===== src/logic/sss_consts.svh =====
// sequencer step actions and supervision: register map, fields, timing
// assumes a 10 MHz core clock and an apb master with 32-bit data
`ifndef SSS_CONSTS_SVH
`define SSS_CONSTS_SVH
// byte offsets
`define SSS_A_CTRL 8'h00
`define SSS_A_STEPS 8'h04
`define SSS_A_WAIT 8'h08
`define SSS_A_GPO 8'h0C
`define SSS_A_GROUP 8'h10
`define SSS_A_SUP 8'h14
`define SSS_A_EVENT 8'h18
`define SSS_A_MASK 8'h1C
`define SSS_A_FAULT 8'h20
`define SSS_A_STATUS 8'h24
// field positions
`define SSS_CTRL_PWR 0
`define SSS_CTRL_TOEN 1
`define SSS_CTRL_WMODE 2
`define SSS_EV_GENERAL_INPUT_THREE 0
`define SSS_EV_TEMP 1
`define SSS_EV_SUP 2
`define SSS_F_WAIT 0
`define SSS_F_CRIT 1
`define SSS_F_UV 2
// reset values
`define SSS_STEPS_RST 24'h04_000F
`define SSS_MASK_RST 3'h7
// timing
`define SSS_CLK_NS 100
`define SSS_TICK_NS 32000
`define SSS_TICK_CYCLES (`SSS_TICK_NS / `SSS_CLK_NS)
`define SSS_WAIT_TIMEOUT_MS 500
`define SSS_WAIT_TIMEOUT_TICKS (`SSS_WAIT_TIMEOUT_MS * 1000000 / `SSS_TICK_NS)
`define SSS_UV_DEBOUNCE_MS 100
`define SSS_UV_DEBOUNCE_TICKS (`SSS_UV_DEBOUNCE_MS * 1000000 / `SSS_TICK_NS)
`define SSS_SLOT_DEFAULT_NS 128000
`define SSS_SLOT_DEFAULT (`SSS_SLOT_DEFAULT_NS / `SSS_TICK_NS)
`endif


===== src/logic/sss_pkg.sv =====
// sequencer step actions and supervision: shared types
// assumes the constants header for all numeric figures
package sss_pkg;
  typedef enum logic [2:0] {
    SSS_ST_RESET = 3'h0,
    SSS_ST_IDLE = 3'h1,
    SSS_ST_UP = 3'h2,
    SSS_ST_WAIT = 3'h3,
    SSS_ST_TOP = 3'h4,
    SSS_ST_DOWN = 3'h5
  } sss_state_e;
endpackage


===== src/logic/sss_top.sv =====
// sequencer step actions and supervision logic with apb registers
// assumes comparator and input pins are asynchronous, apb on core_clk
//
// Decided for this implementation: register access over APB and the placing of the registers.
`timescale 1ns/1ps
`include "sss_consts.svh"
module sss_top #(
  parameter int GPO_COUNT = 2,
  parameter int TICK_CYCLES = `SSS_TICK_CYCLES,
  parameter int WAIT_TIMEOUT_TICKS = `SSS_WAIT_TIMEOUT_TICKS,
  parameter int UV_DEBOUNCE_TICKS = `SSS_UV_DEBOUNCE_TICKS
)(
  input wire logic core_clk,
  input wire logic resetn,
  input wire logic psel,
  input wire logic penable,
  input wire logic pwrite,
  input wire logic [7:0] paddr,
  input wire logic [31:0] pwdata,
  output logic [31:0] prdata,
  output logic pready,
  output logic pslverr,
  input wire logic generalInputThree,
  input wire logic tempWarnCmp,
  input wire logic tempCritCmp,
  input wire logic tempPorCmp,
  input wire logic supplyLowCmp,
  input wire logic undervoltageCmp,
  input wire logic otpLoad,
  input wire logic [3:0] otpUvSel,
  input wire logic [2:0] otpHystSel,
  output logic [GPO_COUNT-1:0] gpoOut,
  output logic clockOutEnable,
  output logic [7:0] groupFuncEnable,
  output logic systemResetOutN,
  output logic supplyFaultOutN,
  output logic hostIrq,
  output logic haltFunctions,
  output logic [3:0] undervoltageThresholdSelect,
  output logic [2:0] supplyGoodHysteresisSelect
);

  // step match that ignores step zero
  function automatic logic hitStep(input logic [3:0] cur, input logic [3:0] prog);
    hitStep = (prog != 4'h0) && (cur == prog);
  endfunction

  ////////////////////////////////////////////////////////////////////////////
  // pin synchronisers and filters
  logic [5:0] pins;
  logic [5:0] s1Reg, s2Reg, s3Reg, filtReg, prevReg;
  logic [5:0] rise;
  assign pins = {undervoltageCmp, supplyLowCmp, tempPorCmp, tempCritCmp, tempWarnCmp, generalInputThree};
  assign rise = filtReg & ~prevReg;

  // a change counts once stages two and three agree
  always_ff @(posedge core_clk)
  begin
    if (!resetn)
    begin
      s1Reg <= 6'h00;
      s2Reg <= 6'h00;
      s3Reg <= 6'h00;
      filtReg <= 6'h00;
      prevReg <= 6'h00;
    end
    else
    begin
      s1Reg <= pins;
      s2Reg <= s1Reg;
      s3Reg <= s2Reg;
      filtReg <= (~(s2Reg ^ s3Reg) & s3Reg) | ((s2Reg ^ s3Reg) & filtReg);
      prevReg <= filtReg;
    end
  end

  logic porFilt, uvFilt;
  assign porFilt = filtReg[3];
  assign uvFilt = filtReg[5];

  ////////////////////////////////////////////////////////////////////////////
  // 32 us tick divider
  logic [15:0] tickCntReg;
  logic tick;
  assign tick = tickCntReg == 16'(TICK_CYCLES - 1);

  always_ff @(posedge core_clk)
  begin
    if (!resetn || tick)
      tickCntReg <= 16'h0000;
    else
      tickCntReg <= tickCntReg + 16'h0001;
  end

  ////////////////////////////////////////////////////////////////////////////
  // registers
  logic [2:0] ctrlReg;
  logic [23:0] stepsReg;
  logic [15:0] waitDurReg;
  logic [17:0] gpoCfgReg;
  logic [7:0] groupSelReg;
  logic [3:0] uvSelReg;
  logic [2:0] hystReg;
  logic [2:0] evReg, evNext, evSet;
  logic [2:0] maskReg;
  logic [2:0] faultReg, faultNext, faultSet;
  logic [31:0] statusWord, rdData;
  logic wrEn, rdSetup, mapped, pwrClr;
  logic wrCtrl, wrSteps, wrWait, wrGpo, wrGroup, wrSup, wrEv, wrMask, wrFault;

  // apb decode, zero wait states
  assign wrEn = psel && penable && pwrite;
  assign rdSetup = psel && !penable;
  assign wrCtrl = wrEn && paddr == `SSS_A_CTRL;
  assign wrSteps = wrEn && paddr == `SSS_A_STEPS;
  assign wrWait = wrEn && paddr == `SSS_A_WAIT;
  assign wrGpo = wrEn && paddr == `SSS_A_GPO;
  assign wrGroup = wrEn && paddr == `SSS_A_GROUP;
  assign wrSup = wrEn && paddr == `SSS_A_SUP;
  assign wrEv = wrEn && paddr == `SSS_A_EVENT;
  assign wrMask = wrEn && paddr == `SSS_A_MASK;
  assign wrFault = wrEn && paddr == `SSS_A_FAULT;
  assign mapped = paddr[1:0] == 2'h0 && paddr <= `SSS_A_STATUS;
  assign pready = 1'b1;
  assign pslverr = psel && penable && !mapped;

  // read selection
  assign rdData =
    paddr == `SSS_A_CTRL ? {29'h0000_0000, ctrlReg} :
    paddr == `SSS_A_STEPS ? {8'h00, stepsReg} :
    paddr == `SSS_A_WAIT ? {16'h0000, waitDurReg} :
    paddr == `SSS_A_GPO ? {14'h0000, gpoCfgReg} :
    paddr == `SSS_A_GROUP ? {24'h00_0000, groupSelReg} :
    paddr == `SSS_A_SUP ? {25'h000_0000, hystReg, uvSelReg} :
    paddr == `SSS_A_EVENT ? {29'h0000_0000, evReg} :
    paddr == `SSS_A_MASK ? {29'h0000_0000, maskReg} :
    paddr == `SSS_A_FAULT ? {29'h0000_0000, faultReg} :
    paddr == `SSS_A_STATUS ? statusWord : 32'h0000_0000;

  // sticky flags: hardware set wins over write-one-to-clear
  assign evNext = (evReg & ~(wrEv ? pwdata[2:0] : 3'h0)) | evSet;
  assign faultNext = (faultReg & ~(wrFault ? pwdata[2:0] : 3'h0)) | faultSet;

  always_ff @(posedge core_clk)
  begin
    if (!resetn)
    begin
      ctrlReg <= 3'h0;
      stepsReg <= `SSS_STEPS_RST;
      waitDurReg <= 16'h0000;
      gpoCfgReg <= 18'h0_0000;
      groupSelReg <= 8'h00;
      uvSelReg <= 4'h0;
      hystReg <= 3'h0;
      evReg <= 3'h0;
      maskReg <= `SSS_MASK_RST;
      faultReg <= 3'h0;
      prdata <= 32'h0000_0000;
    end
    else
    begin
      if (pwrClr)
        ctrlReg[`SSS_CTRL_PWR] <= 1'b0;
      else if (wrCtrl)
        ctrlReg <= pwdata[2:0];
      if (wrCtrl && pwrClr)
        ctrlReg[2:1] <= pwdata[2:1];
      if (wrSteps)
        stepsReg <= pwdata[23:0];
      if (wrWait)
        waitDurReg <= pwdata[15:0];
      if (wrGpo)
        gpoCfgReg <= pwdata[17:0];
      if (wrGroup)
        groupSelReg <= pwdata[7:0];
      if (otpLoad)
      begin
        uvSelReg <= otpUvSel;
        hystReg <= otpHystSel;
      end
      else if (wrSup)
      begin
        uvSelReg <= pwdata[3:0];
        hystReg <= pwdata[6:4];
      end
      evReg <= evNext;
      if (wrMask)
        maskReg <= pwdata[2:0];
      faultReg <= faultNext;
      if (rdSetup)
        prdata <= rdData;
    end
  end

  // field views
  logic powerEn, timeoutEn, waitFixed;
  logic [3:0] maxStep, waitStep, clkStep, grpStep;
  logic [7:0] slotDelay, slotLen;
  assign powerEn = ctrlReg[`SSS_CTRL_PWR];
  assign timeoutEn = ctrlReg[`SSS_CTRL_TOEN];
  assign waitFixed = ctrlReg[`SSS_CTRL_WMODE];
  assign maxStep = stepsReg[3:0];
  assign waitStep = stepsReg[7:4];
  assign clkStep = stepsReg[11:8];
  assign grpStep = stepsReg[15:12];
  assign slotDelay = stepsReg[23:16];
  assign slotLen = slotDelay == 8'h00 ? 8'h01 : slotDelay;
  assign undervoltageThresholdSelect = uvSelReg;
  assign supplyGoodHysteresisSelect = hystReg;

  ////////////////////////////////////////////////////////////////////////////
  // supervision
  logic [15:0] uvCntReg;
  logic uvTrip, waitTimeout, shutReq, shutStart;
  assign uvTrip = tick && uvFilt && uvCntReg == 16'(UV_DEBOUNCE_TICKS);
  assign evSet = {rise[4], rise[1], rise[0]};
  assign faultSet = {uvTrip, rise[2], waitTimeout};

  // undervoltage debounce, saturates one past the limit so it trips once
  always_ff @(posedge core_clk)
  begin
    if (!resetn || !uvFilt)
      uvCntReg <= 16'h0000;
    else if (tick && uvCntReg <= 16'(UV_DEBOUNCE_TICKS))
      uvCntReg <= uvCntReg + 16'h0001;
  end

  ////////////////////////////////////////////////////////////////////////////
  // sequencer
  sss_pkg::sss_state_e stateReg, stateNext;
  logic [3:0] stepReg, stepNext;
  logic dirUpReg, dirUpNext, toResetReg, toResetNext, arriveReg, arriveNext;
  logic waitPassedReg, waitPass, slotDone, inReset;
  logic [7:0] slotCntReg;
  logic [15:0] waitCntReg;
  logic [GPO_COUNT-1:0] gpoActReg, gpoPol;
  logic clkOutReg, grpReg, resetActReg, haltReg, irqReg;

  assign inReset = stateReg == sss_pkg::SSS_ST_RESET;
  assign slotDone = tick && (slotCntReg + 8'h01 >= slotLen);
  assign waitPass = waitFixed ? (tick && waitCntReg >= waitDurReg) : evReg[`SSS_EV_GENERAL_INPUT_THREE];
  assign waitTimeout = stateReg == sss_pkg::SSS_ST_WAIT && !waitFixed && !waitPass && timeoutEn && tick
    && waitCntReg >= 16'(WAIT_TIMEOUT_TICKS - 1);
  assign shutReq = rise[2] || uvTrip || waitTimeout;
  assign shutStart = shutReq && !inReset && !(stateReg == sss_pkg::SSS_ST_DOWN && toResetReg);

  // next state, with instant reset above any sequenced shutdown
  always_comb
  begin
    stateNext = stateReg;
    stepNext = stepReg;
    dirUpNext = dirUpReg;
    toResetNext = toResetReg;
    arriveNext = 1'b0;
    pwrClr = 1'b0;
    if (porFilt)
    begin
      stateNext = sss_pkg::SSS_ST_RESET;
      stepNext = 4'h0;
      toResetNext = 1'b0;
      pwrClr = 1'b1;
    end
    else if (shutStart)
    begin
      stateNext = sss_pkg::SSS_ST_DOWN;
      dirUpNext = 1'b0;
      toResetNext = 1'b1;
      // the step in hand is acted on again, going down
      arriveNext = stateReg != sss_pkg::SSS_ST_DOWN;
      pwrClr = 1'b1;
    end
    else
    begin
      unique case (stateReg)
        sss_pkg::SSS_ST_RESET, sss_pkg::SSS_ST_IDLE:
          if (powerEn)
          begin
            stateNext = sss_pkg::SSS_ST_UP;
            dirUpNext = 1'b1;
          end
        sss_pkg::SSS_ST_UP:
          if (!powerEn)
          begin
            stateNext = sss_pkg::SSS_ST_DOWN;
            dirUpNext = 1'b0;
            arriveNext = 1'b1;
          end
          else if (slotDone)
          begin
            if (hitStep(stepReg, waitStep) && !waitPassedReg)
              stateNext = sss_pkg::SSS_ST_WAIT;
            else if (stepReg >= maxStep)
              stateNext = sss_pkg::SSS_ST_TOP;
            else
            begin
              stepNext = stepReg + 4'h1;
              arriveNext = 1'b1;
            end
          end
        sss_pkg::SSS_ST_WAIT:
          if (!powerEn)
          begin
            stateNext = sss_pkg::SSS_ST_DOWN;
            dirUpNext = 1'b0;
            arriveNext = 1'b1;
          end
          else if (waitPass)
            stateNext = sss_pkg::SSS_ST_UP;
        sss_pkg::SSS_ST_TOP:
          if (!powerEn)
          begin
            stateNext = sss_pkg::SSS_ST_DOWN;
            dirUpNext = 1'b0;
            arriveNext = 1'b1;
          end
        sss_pkg::SSS_ST_DOWN:
          if (slotDone)
          begin
            if (stepReg == 4'h0)
              stateNext = toResetReg ? sss_pkg::SSS_ST_RESET : sss_pkg::SSS_ST_IDLE;
            else
            begin
              stepNext = stepReg - 4'h1;
              arriveNext = 1'b1;
            end
          end
        default:
          stateNext = sss_pkg::SSS_ST_RESET;
      endcase
    end
  end

  // sequencer state registers
  always_ff @(posedge core_clk)
  begin
    if (!resetn)
    begin
      stateReg <= sss_pkg::SSS_ST_RESET;
      stepReg <= 4'h0;
      dirUpReg <= 1'b1;
      toResetReg <= 1'b0;
      arriveReg <= 1'b0;
    end
    else
    begin
      stateReg <= stateNext;
      stepReg <= stepNext;
      dirUpReg <= dirUpNext;
      toResetReg <= toResetNext;
      arriveReg <= arriveNext;
    end
  end

  // slot and wait counters
  always_ff @(posedge core_clk)
  begin
    if (!resetn || slotDone || stateNext != stateReg)
      slotCntReg <= 8'h00;
    else if (tick)
      slotCntReg <= slotCntReg + 8'h01;
    if (!resetn || stateReg != sss_pkg::SSS_ST_WAIT)
      waitCntReg <= 16'h0000;
    else if (tick)
      waitCntReg <= waitCntReg + 16'h0001;
    if (!resetn || stateReg == sss_pkg::SSS_ST_RESET || stateReg == sss_pkg::SSS_ST_IDLE)
      waitPassedReg <= 1'b0;
    else if (stateReg == sss_pkg::SSS_ST_WAIT && stateNext == sss_pkg::SSS_ST_UP)
      waitPassedReg <= 1'b1;
  end

  ////////////////////////////////////////////////////////////////////////////
  // step actions: outputs, clock out, group enable
  always_ff @(posedge core_clk)
  begin
    if (!resetn || inReset)
    begin
      gpoActReg <= '0;
      clkOutReg <= 1'b0;
      grpReg <= 1'b0;
    end
    else if (arriveReg)
    begin
      for (int i = 0; i < GPO_COUNT; i++)
      begin
        if (hitStep(stepReg, gpoCfgReg[i*8 +: 4]))
          gpoActReg[i] <= dirUpReg;
        else if (hitStep(stepReg, gpoCfgReg[i*8+4 +: 4]))
          gpoActReg[i] <= !dirUpReg;
      end
      if (hitStep(stepReg, clkStep))
        clkOutReg <= dirUpReg;
      if (dirUpReg && stepReg > grpStep)
        grpReg <= 1'b1;
      else if (!dirUpReg && stepReg < grpStep)
        grpReg <= 1'b0;
    end
  end

  // reset output, halt and interrupt
  always_ff @(posedge core_clk)
  begin
    if (!resetn)
    begin
      resetActReg <= 1'b1;
      haltReg <= 1'b0;
      irqReg <= 1'b0;
    end
    else
    begin
      if (porFilt || shutStart)
        resetActReg <= 1'b1;
      else if (stateNext == sss_pkg::SSS_ST_TOP)
        resetActReg <= 1'b0;
      haltReg <= porFilt;
      irqReg <= |(evNext & ~maskReg);
    end
  end

  // polarity 1 drives active high, 0 active low
  assign gpoPol = gpoCfgReg[16 +: GPO_COUNT];
  assign gpoOut = ~(gpoActReg ^ gpoPol);
  assign clockOutEnable = clkOutReg;
  assign groupFuncEnable = ~groupSelReg | {8{grpReg}};
  assign systemResetOutN = !resetActReg;
  assign supplyFaultOutN = !filtReg[5];
  assign hostIrq = irqReg;
  assign haltFunctions = haltReg;
  assign statusWord = {8'h00, 8'(gpoActReg), 5'h00, uvFilt, grpReg, clkOutReg, dirUpReg, stateReg, stepReg};
endmodule // sss_top


===== config.mk =====
export PLATFORM = sky130hd
export DESIGN_NAME = sss_top
export DESIGN_NICKNAME = d
export VERILOG_FILES = /design/src/logic/sss_pkg.sv /design/src/logic/sss_top.sv
export VERILOG_INCLUDE_DIRS = /design/src /design/src/logic
export SDC_FILE = /design/constraint.sdc
export NUM_CORES = 1
export LEC_CHECK = 0
export BUFFER_PORTS_ARGS = -buffer_cell sky130_fd_sc_hd__buf_2
export CELL_PAD_IN_SITES_DETAIL_PLACEMENT = 0
export CELL_PAD_IN_SITES_GLOBAL_PLACEMENT = 1
export CORE_ASPECT_RATIO = 2
export CORE_MARGIN = 8
export CORE_UTILIZATION = 30
export DETAILED_ROUTE_END_ITERATION = 10
export PLACE_DENSITY = 0.63
export SLEW_MARGIN = 10
export SYNTH_ARGS = -nofsm -noshare
export SYNTH_HDL_FRONTEND = slang
export SYNTH_SLANG_ARGS = --single-unit

===== constraint.sdc =====
create_clock -name core_clk -period 9.45 [get_ports core_clk]
set_input_delay 1.89 -clock core_clk [delete_from_list [all_inputs] [get_ports core_clk]]
set_output_delay 1.89 -clock core_clk [all_outputs]
set_load 0.01 [all_outputs]

---- Word level (Yosys, flattened, before mapping) ----
Index checks and enable logic that the tools add are counted.
cells by class
  mux-type cells .......................... 63
  bitwise operators ....................... 22
  add/sub/neg operators ................... 6
  equality and inequality tests ........... 36
  $lt $le $gt $ge ......................... 8
  reductions and logical operators ........ 91
operators with widths
  cell                                                                                    count
  18-bit 2-to-1 mux                                                                       8
  3-bit 2-to-1 mux                                                                        17
  16-bit by 1-bit adder with 16-bit output (second input constant)                        3
  24-bit 2-to-1 mux                                                                       2
  1-bit logical AND                                                                       38
  8-bit by 5-bit == test with 1-bit output (second input constant)                        4
  4-bit 2-to-1 mux                                                                        8
  4-bit == test                                                                           6
  4-bit nonzero test                                                                      6
  1-bit 2-to-1 mux                                                                        21
  16-bit by 12-bit == test with 1-bit output (second input constant)                      1
  16-bit by 9-bit == test with 1-bit output (second input constant)                       1
  8-bit by 4-bit == test with 1-bit output (second input constant)                        2
  8-bit by 6-bit == test with 1-bit output (second input constant)                        2
  16-bit by 14-bit greater-or-equal comparator with 1-bit output (second input constant)  1
  16-bit greater-or-equal comparator                                                      1
  16-bit by 12-bit less-or-equal comparator with 1-bit output (second input constant)     1
  8-bit logical NOT                                                                       2
  3-bit one-hot mux with 5 select lines                                                   1
  6-bit AND                                                                               2
  2-bit inequality test (second input constant)                                           6
  2-bit nonzero test                                                                      6
  1-bit logical NOT                                                                       11
  1-bit logical OR                                                                        10
  43 further kinds                                                                        66
storage, ports and cells
  input port bits ......................... 59
  register bits ........................... 220
  output and inout port bits .............. 56

---- Longest topological paths before layout ----
Gate-level depths: netlist of the first run.
  depth in word-level cells ............... 16
  depth in mapped cells ................... 14

---- Worst setup path after synthesis of the first run ----
OpenSTA, ideal clock, no wires.
  path type ............................... input port to output port
  from .................................... in paddr[2]
  to ...................................... out pslverr
  data arrival time ....................... 2.967 ns
  required time ........................... 7.560 ns
  stages .................................. 4
  path slack .............................. 4.593 ns
  cells stage by stage .................... clkbuf_1 > clkbuf_1 > o31ai_1 > a311oi_1
between the ends
  cells in the longest elaborated chain, start to end .. 4
RTL lines
  element                                                                     line            source
  start: declaration                                                          sss_top.sv:18   input wire logic [7:0] paddr,
  8-bit by 6-bit less-or-equal comparator with 1-bit output (no source line)  -
  1-bit logical AND (no source line)                                          -
  1-bit logical NOT                                                           sss_top.sv:125  assign pslverr = psel && penable && !mapped;
  1-bit logical AND                                                           sss_top.sv:125
  end: declaration                                                            sss_top.sv:22   output logic pslverr,
No other way between the ends.

---- Worst setup path in the final report of the first run ----
Same ends and word-level chain as after synthesis.

==> run summary, run 1 <==
RUN STATUS
---------------------------------------------------------------------------------------
Status                                                                     finished, final reports clean

WORST SETUP PATH
---------------------------------------------------------------------------------------
Crit path cell chain                                                       buf_2 -> nand3b_1 -> nor2_1 -> a311oi_1 -> buf_2
Dominant cell type by count on the critical path                           sky130_fd_sc_hd__buf_2
Max FO, Critical Path                                                                24
Arrival time of data at the critical path endpoint                              3900 ps
Longest individual stage delay on the worst path                                1020 ps
Family of cells with the greatest summed delay on the critical path        simple AND/OR/NAND/NOR gates
Setup slack of the most critical reg-to-reg path                                5620 ps
Worst reg2reg startpoint                                                   slotCntReg[0]$_SDFFE_PP0P_
Critical Path RT                                                                7560 ps
Critical Setup Path Class                                                  primary input to output pin
Number of cells on the worst reg-to-reg path                                         13
Worst Path Buf+Inv                                                                    2
Crit. End Element                                                            output pin
Reg-to-reg critical path endpoint                                          slotCntReg[6]$_SDFFE_PP0P_
Slowest cell on crit path                                                  sky130_fd_sc_hd__nor2_1
Type of origin of the critical path                                        primary input

ROUTE
---------------------------------------------------------------------------------------
Post-route ant nets                                                                   0
Drt total wl                                                                   32200 µm
DRC                                                                                   0
Detailed-route via count                                                           9081
Number of violations reported at the end of detailed-routing iteration 0            464
Vias per std cell                                                                  5.06
Routed length per placed instance                                               17.9 µm
DRT Pass-1 Iters                                                                      5

POWER AND IR DROP
---------------------------------------------------------------------------------------
Power density relative to cell area                                          152 nW/µm²
Switching portion of total power                                                  22.7%
Share of power burned in registers                                                49.1%
Switching power                                                                0.417 mW
Int Power                                                                       1.42 mW
Logic pwr share                                                                    3.6%
Worst VDD drop                                                               0.000111 V
Leakage                                                                         4.62 nW
Part of the power in the clock network                                            47.3%
Total Power Consumption                                                         1.84 mW

SYNTHESIS
---------------------------------------------------------------------------------------
Number of warning messages in the yosys log                                           0
Primary FF master, synth                                                   sky130_fd_sc_hd__dfxtp_1
Post-synth EDFFs                                                                      0
Sequential share of the synthesized area                                          40.2%
Post-synthesis cell type count                                                       67
Mapped cell area                                                              10500 µm²
Share of Yosys cell area claimed by the top area cell type                        40.2%
Mean area per synthesized cell                                                 8.25 µm²
Number of register bits inferred by synthesis                                       211
Top area cells in the synthesized netlist                                  sky130_fd_sc_hd__dfxtp_1 (40%), sky130_fd_sc_hd__nand2_1 (7.7%), sky130_fd_sc_hd__a21boi_0 (5.2%)
Post-synthesis cell type with the largest combined area                    sky130_fd_sc_hd__dfxtp_1
Count of mapped cells out of synthesis                                             1273
Share of flip-flops with an asynchronous set or reset                                0%

FLOORPLAN
---------------------------------------------------------------------------------------
Standard cell core area                                                       34700 µm²
Number of placement rows                                                             97
Die height                                                                       281 µm
Initial cell density of the core                                                  30.2%
X dimension of the die                                                           148 µm
Die Outline Area                                                              41600 µm²
Number of top-level pins                                                            115

WORST HOLD PATH
---------------------------------------------------------------------------------------
Startpoint of the worst hold path                                          s1Reg[0]$_SDFF_PN0_
End of the worst hold path                                                 s2Reg[0]$_SDFF_PN0_
Class of the most critical hold timing path                                flop to flop
Min-Delay Path Depth                                                                  1

CTS
---------------------------------------------------------------------------------------
CTS H-tree lvls                                                                       1
Clock insertion delay at the later pin of the skew report                        530 ps
Setup Fix Bufs, Post-CTS                                                              0
Root cell of the clock tree                                                sky130_fd_sc_hd__clkbuf_16
Clock Tree Buf Depth                                                                  3
Hold-fix buffers, CTS                                                                 0
Number of buffers created by CTS                                                     22
CTS clock-pin slew for the worst setup and hold paths                             60 ps
Resize count post-CTS                                                                 0
Clock Sink Count                                                                    211
TritonCTS clock tree                                                               done

GLOBAL ROUTE
---------------------------------------------------------------------------------------
Antenna violations before repair                                                      2
Vias in the first global route                                                     9141
Gr ovfl total                                                                         0
Global-route wire length before repair                                         50100 µm
Overall fraction of global-route tracks in use                                    15.2%
Pin count of the biggest net entering global routing                                 83

CELLS AND AREA
---------------------------------------------------------------------------------------
Leading cell type in the layout, fill and taps excluded                    sky130_fd_sc_hd__nand2_1
Non-filler cells, final                                                            1796
Net count of the finished layout                                                   1439
Share of layout cells above drive strength 1                                      11.6%
Non-Filler Cell Area, Final                                                   12100 µm²
# fillers                                                                          3685
Area growth from synthesis to layout                                              14.8%
Top library cells by usage in the layout, fill and taps aside              sky130_fd_sc_hd__nand2_1 (214), sky130_fd_sc_hd__dfxtp_1 (211), sky130_fd_sc_hd__buf_2 (96)

TIMING
---------------------------------------------------------------------------------------
Worst setup skew after layout                                                   25.4 ps
Final count of hold timing violations                                                 0
Count of final setup violators                                                        0
Actual slew at the worst max-slew pin                                           1290 ps
Unrepaired setup endpoints after global routing                                      no
Maximum clock frequency                                                         173 MHz
Final worst path period need                                                    5790 ps
Smallest hold slack                                                              442 ps
Post-route setup TNS                                                               0 ps
Final slew viol count                                                                 0
Worst slew margin                                                                 13.6%
Crit share post-route                                                             61.2%

PLACE
---------------------------------------------------------------------------------------
Count of placed standard cells including taps                                      1759
Final weighted congestion in routability-driven placement                         0.844
HPWL Detailed                                                                  23400 µm
Placement Cell Area                                                           11300 µm²
Buffers added on ports                                                               97

RUN
---------------------------------------------------------------------------------------
Max_cap viols                                                                         0

==> cells in the mapped netlist, drive strengths merged, types with 35 or more instances <==
library cell,instances
inv,47
nor2,92
o21ai,53
and2,40
a21boi,73
clkbuf,64
a21oi,55
nand2,214
ha,41
dfxtp,211
xor2,40
nand3,35
==> per-stage QoR <==
stage / util, % / worst slack (ps)
2_1_floorplan: - / 4590
3_3_place_gp: 32.7 / 3730
3_5_place_dp: 32.7 / 3740
4_1_cts: 34.7 / 3740
5_1_grt: 34.7 / 3550
6_report: 34.7 / 3660
==> power by group through the flow <==
stage               Clock (mW)  Combinational (mW)  Sequential (mW)
finish                   0.868              0.0664            0.902
global route             0.919              0.0727            0.902
CTS                      0.894              0.0671            0.902
detailed placement           0              0.0669            0.922
global placement             0              0.0660            0.922
floorplan                    0              0.0366            0.922
==> worst register-to-register path, stage by stage, from the launching register on <==
cell and delay [ps]:
sky130_fd_sc_hd__dfxtp_1 400, sky130_fd_sc_hd__ha_1 230, sky130_fd_sc_hd__nand3_1 140, sky130_fd_sc_hd__or2_2 350
sky130_fd_sc_hd__xnor2_1 140, sky130_fd_sc_hd__ha_1 300, sky130_fd_sc_hd__nand3_1 100, sky130_fd_sc_hd__o31ai_1 520
sky130_fd_sc_hd__or3b_4 470, sky130_fd_sc_hd__a41oi_2 150, sky130_fd_sc_hd__nand3_1 110, sky130_fd_sc_hd__xor2_1 190
sky130_fd_sc_hd__o22a_2 330, sky130_fd_sc_hd__nor4_1 300
==> kinds of logic (layout without fill, tap and decap cells) <==
| kind of cell | Yosys count | after routing | synth area share, % |
|---|---|---|---|
| compound gates | 277 | 277 | 18.1 |
| xor+xnor | 70 | 70 | 5.84 |
| fa+ha+maj | 42 | 42 | 5.08 |
| buf+inv | 121 | 191 | 4.65 |
| flops | 211 | 211 | 40.2 |
| mux | 18 | 18 | 1.73 |
| other cells | 2 | 10 | 0.0715 |
| simple gates | 532 | 532 | 24.3 |
==> worst max-delay path by stage <==
stage,from,end,cells after the start
after floorplan,paddr[2],pslverr,4
after global placement,paddr[2],pslverr,5
after detailed placement,paddr[2],pslverr,5
after CTS,paddr[2],pslverr,5
after global routing,paddr[2],pslverr,5
final,paddr[2],pslverr,5
==> final cells by class <==
type | count | area [µm²] | share of cell area (%)
timing repair buffer | 108 | 571 | 4.73
sequential | 211 | 4220 | 35.0
tap | 445 | 557 | 4.62
multi-input combinational | 948 | 5820 | 48.3
inverter | 47 | 176 | 1.46
antenna | 1 | 2.50 | 0.0208
clock buffer | 27 | 589 | 4.89
clock inverter | 9 | 114 | 0.945
==> registers in the layout, summed over array words and instances, names as in the netlist, 8 cells and up, named ones only <==
name	flops
prdata	24
groupSelReg	8
gpoCfgReg	18
uvCntReg	16
waitCntReg	16
stepsReg	24
waitDurReg	16
slotCntReg	8
tickCntReg	16
==> per-layer routing <==
metal,up-vias,part of all wire (%),track usage (%)
met5,-,0,0
met3,63,4.5,2.08
met4,0,3.8,6.94
met1,4298,42,17.6
met2,221,49,26.9
li1,4499,-,-
Note: power is estimated with default switching activity, not from simulation.
==> run 2: changes to the inputs <==
PLACE_DENSITY = 0.65   (was 0.63)
clock period = 5 ns   (was 9.45 ns; I/O delays follow)
==> run summary, run 2 (same netlist as run 1, synthesis figures left out) <==
RUN STATUS
---------------------------------------------------------------------------------------
Status                                                                     finished, final reports clean   unchanged

TIMING
---------------------------------------------------------------------------------------
Final slew viol count                                                                 0   unchanged
Unrepaired setup endpoints after global routing                                      no   unchanged
Count of final setup violators                                                        0   unchanged
Worst slew margin                                                                 21.6%   was 13.6%
Post-route setup TNS                                                               0 ps   unchanged
Worst setup skew after layout                                                   26.2 ps   was 25.4 ps
Maximum clock frequency                                                         264 MHz
Crit share post-route                                                             75.7%
Final worst path period need                                                    3790 ps
Final count of hold timing violations                                                 0   unchanged
Final WS setup                                                                  1210 ps   was 3660 ps
Actual slew at the worst max-slew pin                                           1170 ps   was 1290 ps

CTS
---------------------------------------------------------------------------------------
Clock Sink Count                                                                    211   unchanged
CTS H-tree lvls                                                                       1   unchanged
Hold-fix buffers, CTS                                                                 0   unchanged
Clock insertion delay at the later pin of the skew report                        540 ps   was 530 ps
Resize count post-CTS                                                                 0   unchanged
Setup Fix Bufs, Post-CTS                                                              0   unchanged
CTS clock-pin slew for the worst setup and hold paths                             60 ps   about the same
Clock Tree Buf Depth                                                                  3   unchanged
TritonCTS clock tree                                                               done   unchanged
Number of buffers created by CTS                                                     24   was 22
Root cell of the clock tree                                                sky130_fd_sc_hd__clkbuf_16   unchanged

ROUTE
---------------------------------------------------------------------------------------
Detailed-route via count                                                           9243   was 9081
DRC                                                                                   0   unchanged
Routed length per placed instance                                               18.1 µm   was 17.9 µm
Number of violations reported at the end of detailed-routing iteration 0            524   was 464
DRT Pass-1 Iters                                                                      5   unchanged
Vias per std cell                                                                  5.12   was 5.06
Post-route ant nets                                                                   0   unchanged
Drt total wl                                                                   32700 µm   was 32200 µm

WORST HOLD PATH
---------------------------------------------------------------------------------------
Class of the most critical hold timing path                                flop to flop   unchanged
End of the worst hold path                                                 s2Reg[1]$_SDFF_PN0_   was s2Reg[0]$_SDFF_PN0_
Min-Delay Path Depth                                                                  1   unchanged
Startpoint of the worst hold path                                          s1Reg[1]$_SDFF_PN0_   was s1Reg[0]$_SDFF_PN0_

POWER AND IR DROP
---------------------------------------------------------------------------------------
Power density relative to cell area                                          289 nW/µm²   was 152 nW/µm²
Int Power                                                                       2.71 mW   was 1.42 mW
Leakage                                                                         4.68 nW   was 4.62 nW
Worst VDD drop                                                               0.000248 V   was 0.000111 V
Switching portion of total power                                                  22.6%   was 22.7%
Part of the power in the clock network                                            47.7%   was 47.3%
Switching power                                                                0.791 mW   was 0.417 mW
Logic pwr share                                                                    3.7%   was 3.6%
Share of power burned in registers                                                48.7%   was 49.1%

FLOORPLAN
---------------------------------------------------------------------------------------
Standard cell core area                                                       34700 µm²   unchanged
Die Outline Area                                                              41600 µm²   unchanged
Number of placement rows                                                             97   unchanged
Initial cell density of the core                                                  30.2%   unchanged
Number of top-level pins                                                            115   unchanged
Die height                                                                       281 µm   unchanged
X dimension of the die                                                           148 µm   unchanged

WORST SETUP PATH
---------------------------------------------------------------------------------------
Worst Path Buf+Inv                                                                    0   was 2
Setup slack of the most critical reg-to-reg path                                1210 ps   was 5620 ps
Number of cells on the worst reg-to-reg path                                         13   unchanged
Longest individual stage delay on the worst path                                 500 ps   was 1020 ps
Reg-to-reg critical path endpoint                                          slotCntReg[7]$_SDFFE_PP0P_   was slotCntReg[6]$_SDFFE_PP0P_
Type of origin of the critical path                                                flop   was primary input
Crit. End Element                                                                  flop   was output pin
Family of cells with the greatest summed delay on the critical path        simple AND/OR/NAND/NOR gates   unchanged
Crit path cell chain                                                       ha_1 -> nand3_1 -> or2_2 -> xnor2_1 -> ha_1 -> nand3_1 -> o31ai_1 -> or3b_4 -> a41oi_2 -> nand3_1 -> xor2_1 -> o22a_2 -> nor4_1   was buf_2 -> nand3b_1 -> nor2_1 -> a311oi_1 -> buf_2
Critical Path RT                                                                5430 ps   was 7560 ps
Critical Setup Path Class                                                  flop to flop   was primary input to output pin
Dominant cell type by count on the critical path                           sky130_fd_sc_hd__nand3_1   was sky130_fd_sc_hd__buf_2
Slowest cell on crit path                                                  sky130_fd_sc_hd__o31ai_1   was sky130_fd_sc_hd__nor2_1
Worst reg2reg startpoint                                                   slotCntReg[0]$_SDFFE_PP0P_   unchanged
Arrival time of data at the critical path endpoint                              4210 ps   was 3900 ps
Max FO, Critical Path                                                                 8   was 24

CELLS AND AREA
---------------------------------------------------------------------------------------
Share of layout cells above drive strength 1                                      12.0%   was 11.6%
Largest registers                                                          prdata x24, stepsReg x24, gpoCfgReg x18   unchanged
Leading cell type in the layout, fill and taps excluded                    sky130_fd_sc_hd__nand2_1   unchanged
Net count of the finished layout                                                   1447   was 1439
# fillers                                                                          3671   was 3685
Top library cells by usage in the layout, fill and taps aside              sky130_fd_sc_hd__nand2_1 (214), sky130_fd_sc_hd__dfxtp_1 (211), sky130_fd_sc_hd__buf_2 (96)   unchanged
ANT cells                                                                             0   was 1
Area growth from synthesis to layout                                              15.6%   was 14.8%

GLOBAL ROUTE
---------------------------------------------------------------------------------------
Global-route wire length before repair                                         51600 µm   was 50100 µm
Vias in the first global route                                                     9171   was 9141
Gr ovfl total                                                                         0   unchanged
Overall fraction of global-route tracks in use                                    15.6%   was 15.2%
Pin count of the biggest net entering global routing                                 67   was 83
Antenna violations before repair                                                      0   was 2

PLACE
---------------------------------------------------------------------------------------
Final weighted congestion in routability-driven placement                         0.868   was 0.844
Buffers added on ports                                                               97   unchanged
HPWL Detailed                                                                  24000 µm   was 23400 µm
Post-placement worst setup slack                                                1200 ps   was 3740 ps

RUN
---------------------------------------------------------------------------------------
Max_cap viols                                                                         0   unchanged

run 2: how the worst max path moves through the flow:
stage	startpoint	end	slack, ps	depth (start not counted)
2_1_floorplan	slotCntReg[0]$_SDFFE_PP0P_	slotCntReg[0]$_SDFFE_PP0P_	1670	13
3_3_place_gp	slotCntReg[0]$_SDFFE_PP0P_	slotCntReg[6]$_SDFFE_PP0P_	1200	13
3_5_place_dp	slotCntReg[0]$_SDFFE_PP0P_	slotCntReg[6]$_SDFFE_PP0P_	1200	13
4_1_cts	slotCntReg[0]$_SDFFE_PP0P_	slotCntReg[6]$_SDFFE_PP0P_	1180	13
5_1_grt	slotCntReg[0]$_SDFFE_PP0P_	slotCntReg[6]$_SDFFE_PP0P_	790	13
6_report	slotCntReg[0]$_SDFFE_PP0P_	slotCntReg[7]$_SDFFE_PP0P_	1210	13
run 2: power groups by stage:
stage / logic (mW) / registers [mW] / clock network (mW)
detailed placement: 0.130 / 1.74 / 0
global placement: 0.129 / 1.74 / 0
finish: 0.129 / 1.70 / 1.67
CTS: 0.130 / 1.70 / 1.73
global route: 0.140 / 1.71 / 1.80
floorplan: 0.0692 / 1.74 / 0
run 2: metrics by stage:
stage / instances / area, µm² / power, mW / hold slack [ps] / utilization, %
after floorplan: 1280 / 10500 / 1.81 / 412 / -
after global placement: 1765 / 11400 / 1.87 / 415 / 32.8
after detailed placement: 1765 / 11400 / 1.87 / 419 / 32.8
after CTS: 1806 / 12100 / 3.57 / 429 / 35.0
after global routing: 1806 / 12100 / 3.65 / 454 / 35.0
final: 1806 / 12100 / 3.50 / 427 / 35.0
run 2: metal layers:
metal	share of wire, %	global-route usage [%]
met5	0	0
met4	3.0	5.76
met3	4.1	1.73
met2	53	29.2
met1	40	17.6
run 2: area by class of cell:
class	count	area, µm²	area share, %
multi-input cells	948	5820	47.9
repair buffers	114	616	5.07
clock inverters	5	38.8	0.320
flip-flops and latches	211	4220	34.8
inverters	47	176	1.45
well taps	445	557	4.59
clock buffers	36	706	5.82
